[src/rtl/acc_regs.svh]
// register offsets, reset values and field positions of the channel configuration bank
// assumes it is included by its bare name from the package and the bank module
`ifndef ACC_REGS_SVH
`define ACC_REGS_SVH

`define ACC_OFS_CH1_VOLUME       8'h3e
`define ACC_OFS_CH1_GAIN_TRIM    8'h3f
`define ACC_OFS_CH1_PHASE_TRIM   8'h40
`define ACC_OFS_CH2_INPUT_SETUP  8'h41
`define ACC_OFS_SECOND_CHANNEL_GAIN_CODE_SETTING 8'h42

`define ACC_RST_CH1_VOLUME       8'hc9
`define ACC_RST_CH1_GAIN_TRIM    8'h80
`define ACC_RST_CH1_PHASE_TRIM   8'h00
`define ACC_RST_CH2_INPUT_SETUP  8'h00
`define ACC_RST_SECOND_CHANNEL_GAIN_CODE_SETTING 8'h00

`define ACC_VOL_MUTE_CODE        8'h00
`define ACC_VOL_UNITY_CODE       9'h0c9
`define ACC_TRIM_MSB             7
`define ACC_TRIM_LSB             4
`define ACC_TRIM_UNITY_CODE      5'h08
`define ACC_TRIM_WMASK           8'hf0

`define ACC_IN_TYPE_BIT          7
`define ACC_IN_SRC_MSB           6
`define ACC_IN_SRC_LSB           5
`define ACC_IN_COUPLE_BIT        4
`define ACC_IN_IMP_MSB           3
`define ACC_IN_IMP_LSB           2
`define ACC_IN_AGC_BIT           0
`define ACC_IN_WMASK             8'hfd

`define ACC_GAIN_MSB             7
`define ACC_GAIN_LSB             1
`define ACC_GAIN_NEG_BIT         0
`define ACC_GAIN_MAX_CODE        7'h54
`define ACC_GAIN_NEG_MAX_CODE    7'h16

`define ACC_PHASE_DEPTH          256

`endif

[src/rtl/acc_pkg.sv]
// types of the channel configuration bank
// assumes acc_regs.svh is on the include path
`include "acc_regs.svh"

package acc_pkg;

  typedef enum logic [1:0] {
    ACC_SRC_ANA_DIFF = 2'h0,
    ACC_SRC_ANA_SE   = 2'h1,
    ACC_SRC_PDM      = 2'h2,
    ACC_SRC_RSVD     = 2'h3
  } acc_src_e;

  typedef enum logic [1:0] {
    ACC_IMP_2K5  = 2'h0,
    ACC_IMP_10K  = 2'h1,
    ACC_IMP_20K  = 2'h2,
    ACC_IMP_RSVD = 2'h3
  } acc_imp_e;

  typedef logic [`ACC_PHASE_DEPTH-1:0] acc_delay_t;

  typedef struct packed {
    logic [7:0]      ch1_volume;
    logic [7:0]      ch1_gain_trim;
    logic [7:0]      ch1_phase_trim;
    logic [7:0]      ch2_input_setup;
    logic [7:0]      second_channel_gain_code_setting;
    logic [7:0]      rdata;
    logic            rvalid;
    acc_delay_t      delay_line;
    logic            delayed_bit;
    logic            ch1_mute;
    logic [8:0]      ch1_volume_half_db;
    logic [4:0]      ch1_trim_tenth_db;
    logic            ch2_line_input;
    acc_src_e        ch2_source;
    logic            second_channel_coupling;
    acc_imp_e        ch2_impedance;
    logic            ch2_agc_enable;
    logic [6:0]      second_channel_gain_code_half_db;
    logic            second_channel_gain_code_negative;
    logic            ch2_setup_reserved;
  } acc_state_s;

endpackage : acc_pkg

[src/rtl/acc_bank.sv]
// channel configuration register bank: storage, readback and decoded settings
// assumes a single-clock register port driven by the control-port logic on sys_clk,
// and a modulator sample strobe from logic on the same clock
`include "acc_regs.svh"

module acc_bank
  import acc_pkg::*;
(
  // clock and reset
  input  wire logic       sys_clk,
  input  wire logic       reset_n,
  // register port
  input  wire logic       reg_wr_en,
  input  wire logic       reg_rd_en,
  input  wire logic [7:0] reg_addr,
  input  wire logic [7:0] reg_wdata,
  output logic      [7:0] reg_rdata,
  output logic            reg_rvalid,
  // channel one modulator stream
  input  wire logic       mod_tick,
  input  wire logic       mod_bit,
  output logic            ch1_delayed_bit,
  // channel one decoded settings
  output logic            ch1_mute,
  output logic      [8:0] ch1_volume_half_db,
  output logic      [4:0] ch1_trim_tenth_db,
  output logic      [7:0] ch1_phase_cycles,
  // channel two decoded settings
  output logic            ch2_line_input,
  output logic      [1:0] ch2_source,
  output logic            second_channel_coupling,
  output logic      [1:0] ch2_impedance,
  output logic            ch2_agc_enable,
  output logic      [6:0] second_channel_gain_code_half_db,
  output logic            second_channel_gain_code_negative,
  output logic            ch2_setup_reserved
);

  logic       rst_meta_q;
  logic       rst_sync_q;
  acc_state_s st_q;
  acc_state_s st_d;

  // reset released through two flops so release is clean on sys_clk
  always_ff @(posedge sys_clk or negedge reset_n) begin
    if (!reset_n) begin
      rst_meta_q <= 1'b0;
      rst_sync_q <= 1'b0;
    end else begin
      rst_meta_q <= 1'b1;
      rst_sync_q <= rst_meta_q;
    end
  end

  localparam acc_state_s RST_STATE = '{
    ch1_volume:         `ACC_RST_CH1_VOLUME,
    ch1_gain_trim:      `ACC_RST_CH1_GAIN_TRIM,
    ch1_phase_trim:     `ACC_RST_CH1_PHASE_TRIM,
    ch2_input_setup:    `ACC_RST_CH2_INPUT_SETUP,
    second_channel_gain_code_setting:   `ACC_RST_SECOND_CHANNEL_GAIN_CODE_SETTING,
    rdata:              8'h00,
    rvalid:             1'b0,
    delay_line:         '0,
    delayed_bit:        1'b0,
    ch1_mute:           1'b0,
    ch1_volume_half_db: 9'h000,
    ch1_trim_tenth_db:  5'h00,
    ch2_line_input:     1'b0,
    ch2_source:         ACC_SRC_ANA_DIFF,
    second_channel_coupling: 1'b0,
    ch2_impedance:      ACC_IMP_2K5,
    ch2_agc_enable:     1'b0,
    second_channel_gain_code_half_db:   7'h00,
    second_channel_gain_code_negative:  1'b0,
    ch2_setup_reserved: 1'b0
  };

  always_comb begin
    logic [7:0] vol;
    logic [7:0] setup;
    logic [7:0] gain;
    logic [6:0] gmag;
    logic       neg_ok;
    st_d   = st_q;
    vol    = 8'h00;
    setup  = 8'h00;
    gain   = 8'h00;
    gmag   = 7'h00;
    neg_ok = 1'b0;

    // register writes; unmapped offsets are ignored
    if (reg_wr_en) begin
      case (reg_addr)
        `ACC_OFS_CH1_VOLUME:       st_d.ch1_volume = reg_wdata;
        `ACC_OFS_CH1_GAIN_TRIM:    st_d.ch1_gain_trim = reg_wdata & `ACC_TRIM_WMASK;
        `ACC_OFS_CH1_PHASE_TRIM:   st_d.ch1_phase_trim = reg_wdata;
        `ACC_OFS_CH2_INPUT_SETUP:  st_d.ch2_input_setup = reg_wdata & `ACC_IN_WMASK;
        `ACC_OFS_SECOND_CHANNEL_GAIN_CODE_SETTING: st_d.second_channel_gain_code_setting = reg_wdata;
        default:                   st_d.ch1_volume = st_q.ch1_volume;
      endcase
    end

    // readback one cycle after the strobe; unmapped offsets read zero
    st_d.rvalid = reg_rd_en;
    st_d.rdata  = 8'h00;
    if (reg_rd_en) begin
      case (reg_addr)
        `ACC_OFS_CH1_VOLUME:       st_d.rdata = st_q.ch1_volume;
        `ACC_OFS_CH1_GAIN_TRIM:    st_d.rdata = st_q.ch1_gain_trim;
        `ACC_OFS_CH1_PHASE_TRIM:   st_d.rdata = st_q.ch1_phase_trim;
        `ACC_OFS_CH2_INPUT_SETUP:  st_d.rdata = st_q.ch2_input_setup;
        `ACC_OFS_SECOND_CHANNEL_GAIN_CODE_SETTING: st_d.rdata = st_q.second_channel_gain_code_setting;
        default:                   st_d.rdata = 8'h00;
      endcase
    end

    // decode from the stored values, so outputs follow a write by two cycles
    vol   = st_q.ch1_volume;
    setup = st_q.ch2_input_setup;
    gain  = st_q.second_channel_gain_code_setting;

    st_d.ch1_mute = (vol == `ACC_VOL_MUTE_CODE);
    // signed half-dB: code 1 -> -200, 201 -> 0, 255 -> +54
    st_d.ch1_volume_half_db = {1'b0, vol} - `ACC_VOL_UNITY_CODE;
    // signed tenth-dB: code 0 -> -8, 8 -> 0, 15 -> +7
    st_d.ch1_trim_tenth_db = {1'b0, st_q.ch1_gain_trim[`ACC_TRIM_MSB:`ACC_TRIM_LSB]}
                             - `ACC_TRIM_UNITY_CODE;

    st_d.ch2_line_input = setup[`ACC_IN_TYPE_BIT];
    st_d.ch2_source     = acc_src_e'(setup[`ACC_IN_SRC_MSB:`ACC_IN_SRC_LSB]);
    st_d.ch2_impedance  = acc_imp_e'(setup[`ACC_IN_IMP_MSB:`ACC_IN_IMP_LSB]);
    // coupling is forced off only on the pdm path
    st_d.second_channel_coupling = setup[`ACC_IN_COUPLE_BIT] &&
      (setup[`ACC_IN_SRC_MSB:`ACC_IN_SRC_LSB] != ACC_SRC_PDM);
    st_d.ch2_agc_enable = setup[`ACC_IN_AGC_BIT];
    // reserved codes are stored as written but flagged for the analog front end
    st_d.ch2_setup_reserved =
      (setup[`ACC_IN_SRC_MSB:`ACC_IN_SRC_LSB] == ACC_SRC_RSVD) ||
      (setup[`ACC_IN_IMP_MSB:`ACC_IN_IMP_LSB] == ACC_IMP_RSVD);

    // negative gain needs the 10k or 20k input network
    neg_ok = gain[`ACC_GAIN_NEG_BIT] &&
             ((setup[`ACC_IN_IMP_MSB:`ACC_IN_IMP_LSB] == ACC_IMP_10K) ||
              (setup[`ACC_IN_IMP_MSB:`ACC_IN_IMP_LSB] == ACC_IMP_20K));
    gmag = gain[`ACC_GAIN_MSB:`ACC_GAIN_LSB];
    // reserved codes above 42 dB saturate rather than wrap the analog stage
    if (gmag > `ACC_GAIN_MAX_CODE) begin
      gmag = `ACC_GAIN_MAX_CODE;
    end
    if (neg_ok && (gmag > `ACC_GAIN_NEG_MAX_CODE)) begin
      gmag = `ACC_GAIN_NEG_MAX_CODE;
    end
    st_d.second_channel_gain_code_half_db  = gmag;
    st_d.second_channel_gain_code_negative = neg_ok;

    // phase trim: tap N of a shift line advanced once per modulator cycle
    if (mod_tick) begin
      st_d.delay_line = {st_q.delay_line[`ACC_PHASE_DEPTH-2:0], mod_bit};
      if (st_q.ch1_phase_trim == 8'h00) begin
        st_d.delayed_bit = mod_bit;
      end else begin
        st_d.delayed_bit = st_q.delay_line[st_q.ch1_phase_trim - 8'h01];
      end
    end
  end

  always_ff @(posedge sys_clk or negedge rst_sync_q) begin
    if (!rst_sync_q) begin
      st_q <= RST_STATE;
    end else begin
      st_q <= st_d;
    end
  end

  assign reg_rdata          = st_q.rdata;
  assign reg_rvalid         = st_q.rvalid;
  assign ch1_delayed_bit    = st_q.delayed_bit;
  assign ch1_mute           = st_q.ch1_mute;
  assign ch1_volume_half_db = st_q.ch1_volume_half_db;
  assign ch1_trim_tenth_db  = st_q.ch1_trim_tenth_db;
  assign ch1_phase_cycles   = st_q.ch1_phase_trim;
  assign ch2_line_input     = st_q.ch2_line_input;
  assign ch2_source         = st_q.ch2_source;
  assign second_channel_coupling = st_q.second_channel_coupling;
  assign ch2_impedance      = st_q.ch2_impedance;
  assign ch2_agc_enable     = st_q.ch2_agc_enable;
  assign second_channel_gain_code_half_db   = st_q.second_channel_gain_code_half_db;
  assign second_channel_gain_code_negative  = st_q.second_channel_gain_code_negative;
  assign ch2_setup_reserved = st_q.ch2_setup_reserved;
endmodule : acc_bank

[config.mk]
export PLATFORM = sky130hd
export DESIGN_NAME = acc_bank
export DESIGN_NICKNAME = d
export VERILOG_FILES = /design/src/rtl/acc_pkg.sv /design/src/rtl/acc_bank.sv
export VERILOG_INCLUDE_DIRS = /design/src /design/src/rtl
export SDC_FILE = /design/constraint.sdc
export NUM_CORES = 1
export LEC_CHECK = 0
export BUFFER_PORTS_ARGS = -buffer_cell sky130_fd_sc_hd__buf_2
export CAP_MARGIN = 20
export CORE_ASPECT_RATIO = 1.5
export CORE_MARGIN = 2
export CORE_UTILIZATION = 50
export CTS_BUF_LIST = sky130_fd_sc_hd__clkbuf_4 sky130_fd_sc_hd__clkbuf_8
export DETAILED_ROUTE_END_ITERATION = 10
export PLACE_DENSITY = 0.75
export SYNTH_ARGS = -nofsm -noshare
export SYNTH_HDL_FRONTEND = slang
export SYNTH_SLANG_ARGS = --single-unit
export TNS_END_PERCENT = 5
[constraint.sdc]
create_clock -name sys_clk -period 16.4 [get_ports sys_clk]
set_input_delay 2.46 -clock sys_clk [delete_from_list [all_inputs] [get_ports sys_clk]]
set_output_delay 2.46 -clock sys_clk [all_outputs]
set_load 0.05 [all_outputs]
Yosys cells after proc, flatten, opt, wreduce, memory -nomap -nowiden
Cells that the tools add are included.
{ "classes": {"add_sub_neg": 3, "order_cmp": 3, "n_eq_ne": 10, "mux": 7, "n_reduce_logical": 12} }
{ "ops": {"columns": ["op", "n"], "rows": [
  ["$pmux 8 s5", 1],
  ["$eq 8x7->1 const B", 3],
  ["$eq 8x6->1 const B", 2],
  ["$logic_not 8->1", 2],
  ["$mux 7", 2],
  ["$reduce_and 2->1", 5],
  ["$lt 8x9->1 const B", 1],
  ["$sub 8x8->9 const B", 1],
  ["$bmux 1 s8", 1],
  ["$mux 8", 1],
  ["$sub 8x1->8 const B", 1],
  ["$gt 7x5->1 const B", 1],
  ["$gt 7x7->1 const B", 1],
  ["$eq 2x2->1 const B", 3],
  ["$sub 4x4->5 const B", 1],
  ["$logic_and 1x1->1", 3],
  ["$eq 2x1->1 const B", 1],
  ["$logic_or 1x1->1", 2],
  ["$mux 1", 2],
  ["$ne 2x2->1 const B", 1]
]} }
{ "totals": {"ff_bits": 334, "output_inout_bits": 49, "elab_cells": 57} }

Longest topological paths before layout
{ "depth": {"ltp_word": 5, "ltp_mapped": 15} }

Worst setup path before layout
OpenSTA, ideal clock, no wires.
{ "synth_path": {"path_type": "input port to flip-flop", "startpoint": "input port reg_addr[2]", "endpoint": "register st_q, in the netlist st_d[10]", "t_arrival_ps": 3939, "t_required_ps": 16275, "slack_ps": 12336, "path_stages": 6, "path_cell_list": "nor4_1 nand3b_1 nor2_1 and2_1 nand2_1 mux2_2"} }
{ "synth_between": {"elab_chain_cells": 2} }
{ "synth_rtl": {"columns": ["item", "line_no", "text"], "rows": [
  ["start: declaration", "acc_bank.sv:15", "input wire logic [7:0] reg_addr,"],
  ["$eq 8x7->1", "acc_bank.sv:93", "case (reg_addr)"],
  ["$reduce_and 2->1 (no source line)", null, null],
  ["end signal: assignment", "acc_bank.sv:171", "st_q <= st_d;"],
  ["end: declaration", "acc_bank.sv:41", "acc_state_s st_q;"]
]} }
No other way between the ends.
A chain may end at the register's enable or synchronous reset.

Worst setup path in the final report
{ "layout_path": {"startpoint": "register st_q, in the netlist ch1_phase_cycles[0]", "endpoint": "register st_q, in the netlist ch1_delayed_bit"} }
{ "layout_between": {"elab_chain_cells": 4} }
{ "layout_rtl": {"columns": ["item", "line_no", "text"], "rows": [
  ["$sub 8x1->8", "acc_bank.sv:162", "st_d.delayed_bit = st_q.delay_line[st_q.ch1_phase_trim - 8'h01];"],
  ["$bmux 1 s8", "acc_bank.sv:162", null],
  ["$mux 1 (implied by the code)", "acc_bank.sv:162", null],
  ["$mux 1 *", "acc_bank.sv:159", "if (st_q.ch1_phase_trim == 8'h00) begin"]
]} }
Mark *: on every way between the ends. The rest lies on a longest branch, timed or not. The select of a mux whose other input is x is not followed.

==> reports/qor.txt <==
Switch Pwr: 0.447 mW
Synth async-reset ratio: 100%
cells after synthesis: 1020
maximum VDD drop: 0.0500 mV
Worst path depth: 10
Crit. End Element: flop
crit-path max FO: 47
outcome: finished, final reports clean
Synth top area share: 54.4%
Seq pwr share: 50.3%
ANT nets after route: 0
grt met1 use: 21.9%
unrepaired setup endpoints after global routing: no
most used flip-flop cell after synthesis: dfrtp_1
GRT Max-Usage Layer: met2
CP max stage delay: 0.91 ns
global-route wire length before repair: 46700 microns
Hold Fails Final Rpt: 0
largest net degree at the start of global routing: 184
Avg Inst Size Synth: 14.8 sq um
Area contributors post-synth: dfrtp_1 (54%), mux2_2 (22%), mux4_2 (8.5%)
FF-to-FF Start: ch1_phase_cycles[0]$_DFFE_PN0P_
MaxCap Viol Count: 0
Critical Path, Cell by Cell: inv_1, ha_1, xor2_4, buf_4, mux4_2, mux2i_1, a2111oi_2, a32oi_1, o211ai_1, a221o_1
Critical Path Start: ch1_phase_cycles[0]$_DFFE_PN0P_
Worst Setup EP: ch1_delayed_bit$_DFFE_PN0P_
switching portion of total power: 25.1%
die height: 217 microns
placer congestion estimate: 0.901
Worst EP arrival: 5.28 ns
worst r2r dst: ch1_delayed_bit$_DFFE_PN0P_
Reg clk slew, reported paths: 0.06 ns
Clk Latency, worst-skew pair: 0.57 ns
Sum Neg Setup Slack: 0 ns
final setup fails: 0
via total after detailed routing: 8424
Layout Skew: 0.0179 ns
Buf+Inv Stages, Crit Path: 2
Layout Nets: 1081
vias in the first global route: 8906
FF-to-FF path depth: 10
DRT Pass-1 Iters: 4
CTS Buffer Depth: 3
DPL Wire Length: 17500 microns
initial core utilization: 51.0%
Multi-input gate area: 6160 sq um
Synth top cells by count: dfrtp_1 (328), mux2_2 (293), nand2_1 (59)
total grt overflow: 0
area of the mapped netlist: 15100 sq um
P_int: 1.33 mW
period utilisation layout: 29.4%
initial antenna violation count: 0
Final Slew Violations: 0
sequential area share after synthesis: 55.3%
Gates resized, CTS repair: 0
Yosys reg bits: 333
PortBufs: 70
Worst path slowest cell: dfrtp_2
top-level I/O count: 71
clock sink count: 333
CTS tree: done
DRT iter0 DRCs: 558
Tightest Pin Transition: 1.14 ns
GR Util met3: 3.25%
EDFF count, synth: 0
leading area contributor after synthesis: dfrtp_1
row count: 77
Die W: 146 microns
Syn. warnings: 0
Setup Fix Bufs, Post-CTS: 0
syn_nets: 1046
CP Class: reg -> reg
Avg WL per Cell: 18.8 microns
P_leak: 8.01 nW
Power Dens Cells: 107 nW/um^2
Hold-fix buffers, CTS: 0
Core Util, Final: 56.1%
CTS H-Tree Depth: 2
hold_ws: 0.356 ns
root buffer cell: clkbuf_8
CP Data Required Time: 16.86 ns
Ant. Diodes: 0
worst rel slew slack: 23.3%
Worst Setup Start Kind: flop
slack of the worst reg-to-reg path: 11.58 ns
Max Fclk: 0.208 GHz
Total GRT Usage: 18.2%
Cell variety after synth: 55
DRC: 0
layout cell share with drive strength beyond 1: 48.9%
via/cell ratio: 5.67
CP top delay family: buffers and inverters
Hold Crit Class: reg -> reg
GR Layer Usage met2: 32.3%
fin crit period: 4.82 ns
die area: 31600 sq um
CTS Buf Count: 50
final wirelength: 27900 microns
Filler Cells Inserted: 2380
combinational share of power: 10.4%
Register Area: 8340 sq um
count leader, synth: dfrtp_1
P&R area growth vs syn: 9.87%
Core Region: 29600 sq um
clock network power share: 39.2%
[through the flow]
stage | cells | instance area [sq um] | worst slack [ns] | power, mW
global route | 1485 | 16600 | 11.28 | 1.86
global placement | 1396 | 15500 | 10.93 | 1.09
finish | 1485 | 16600 | 11.58 | 1.78
CTS | 1483 | 16500 | 11.45 | 1.80
detailed placement | 1396 | 15500 | 10.92 | 1.10
floorplan | 1020 | 15100 | 6.44 | 1.05
[power groups by stage]
| stage | clock network (mW) | logic, mW | registers (mW) |
|---|---|---|---|
| 2_1_floorplan | 0 | 0.142 | 0.912 |
| 3_3_place_gp | 0 | 0.184 | 0.908 |
| 3_5_place_dp | 0 | 0.187 | 0.910 |
| 4_1_cts | 0.720 | 0.187 | 0.895 |
| 5_1_grt | 0.758 | 0.200 | 0.901 |
| 6_report | 0.698 | 0.185 | 0.895 |
[cell type report]
cell class / instances / share of cell area [%]
Tap cell: 395 / 2.98
Clock buffer: 76 / 5.78
Timing Repair Buffer: 82 / 3.03
Multi-Input combinational cell: 578 / 37.1
Clock inverter: 11 / 0.521
Sequential cell: 333 / 50.3
Inverter: 10 / 0.226
[registers in the layout, summed over array words and instances (netlist names), 2 cells and up]
signal and count:
ch1_phase_cycles 8, ch1_trim_tenth_db 4, reg_rdata 8, ch1_volume_half_db 9, st_d 6, second_channel_gain_code_half_db 7
ch2_source 2, ch2_impedance 2, st_q 277
[layout by cell type (no fill, tap or decap), types with 6 or more instances in the layout]
cell	synthesis	final
a21oi_1	7	7
buf_2	13	69
a31oi_1	7	7
xor2_1	6	6
clkbuf_8	0	62
mux4_2	57	57
mux2i_1	22	22
dfrtp_1	328	326
nand3_1	12	12
nor2_1	18	18
a32oi_1	6	6
a22oi_1	9	9
clkbuf_4	0	14
nand2_1	59	59
mux2_2	293	293
clkinv_2	0	8
buf_4	43	9
o21ai_0	10	10
inv_1	10	10
[kinds of logic (layout without fill, tap and decap cells)]
kind of cell	count (synthesis)	in the layout	share of synthesized area, %
other	1	1	0.0248
adders and majority gates	4	4	0.332
muxes	377	377	32.7
buffers and inverters	109	179	4.10
and+or+nand+nor	119	119	3.73
AOI/OAI and AO/OA	65	65	3.11
xor gates and xnor gates	12	12	0.746
DFF	333	333	55.3
[routing by layer]
metal | vias to the layer above | share of wire [%] | wire length (microns)
li1 | 3785 | - | -
met1 | 4382 | 40 | 11200
met2 | 193 | 52 | 14600
met3 | 64 | 4.3 | 1210
met4 | 0 | 3.3 | 929
met5 | - | 0 | 0
[how the worst min path moves through the flow]
stage | from | end | slack, ns | cells past startpoint
after CTS | rst_meta_q$_DFF_PN0_ | rst_sync_q$_DFF_PN0_ | 0.36 | 0
after global placement | rst_meta_q$_DFF_PN0_ | rst_sync_q$_DFF_PN0_ | 0.34 | 0
after global routing | rst_meta_q$_DFF_PN0_ | rst_sync_q$_DFF_PN0_ | 0.37 | 0
after floorplan | rst_meta_q$_DFF_PN0_ | rst_sync_q$_DFF_PN0_ | 0.33 | 0
after detailed placement | rst_meta_q$_DFF_PN0_ | rst_sync_q$_DFF_PN0_ | 0.35 | 0
final | rst_meta_q$_DFF_PN0_ | rst_sync_q$_DFF_PN0_ | 0.36 | 0
(Power assumes the default switching activity.)
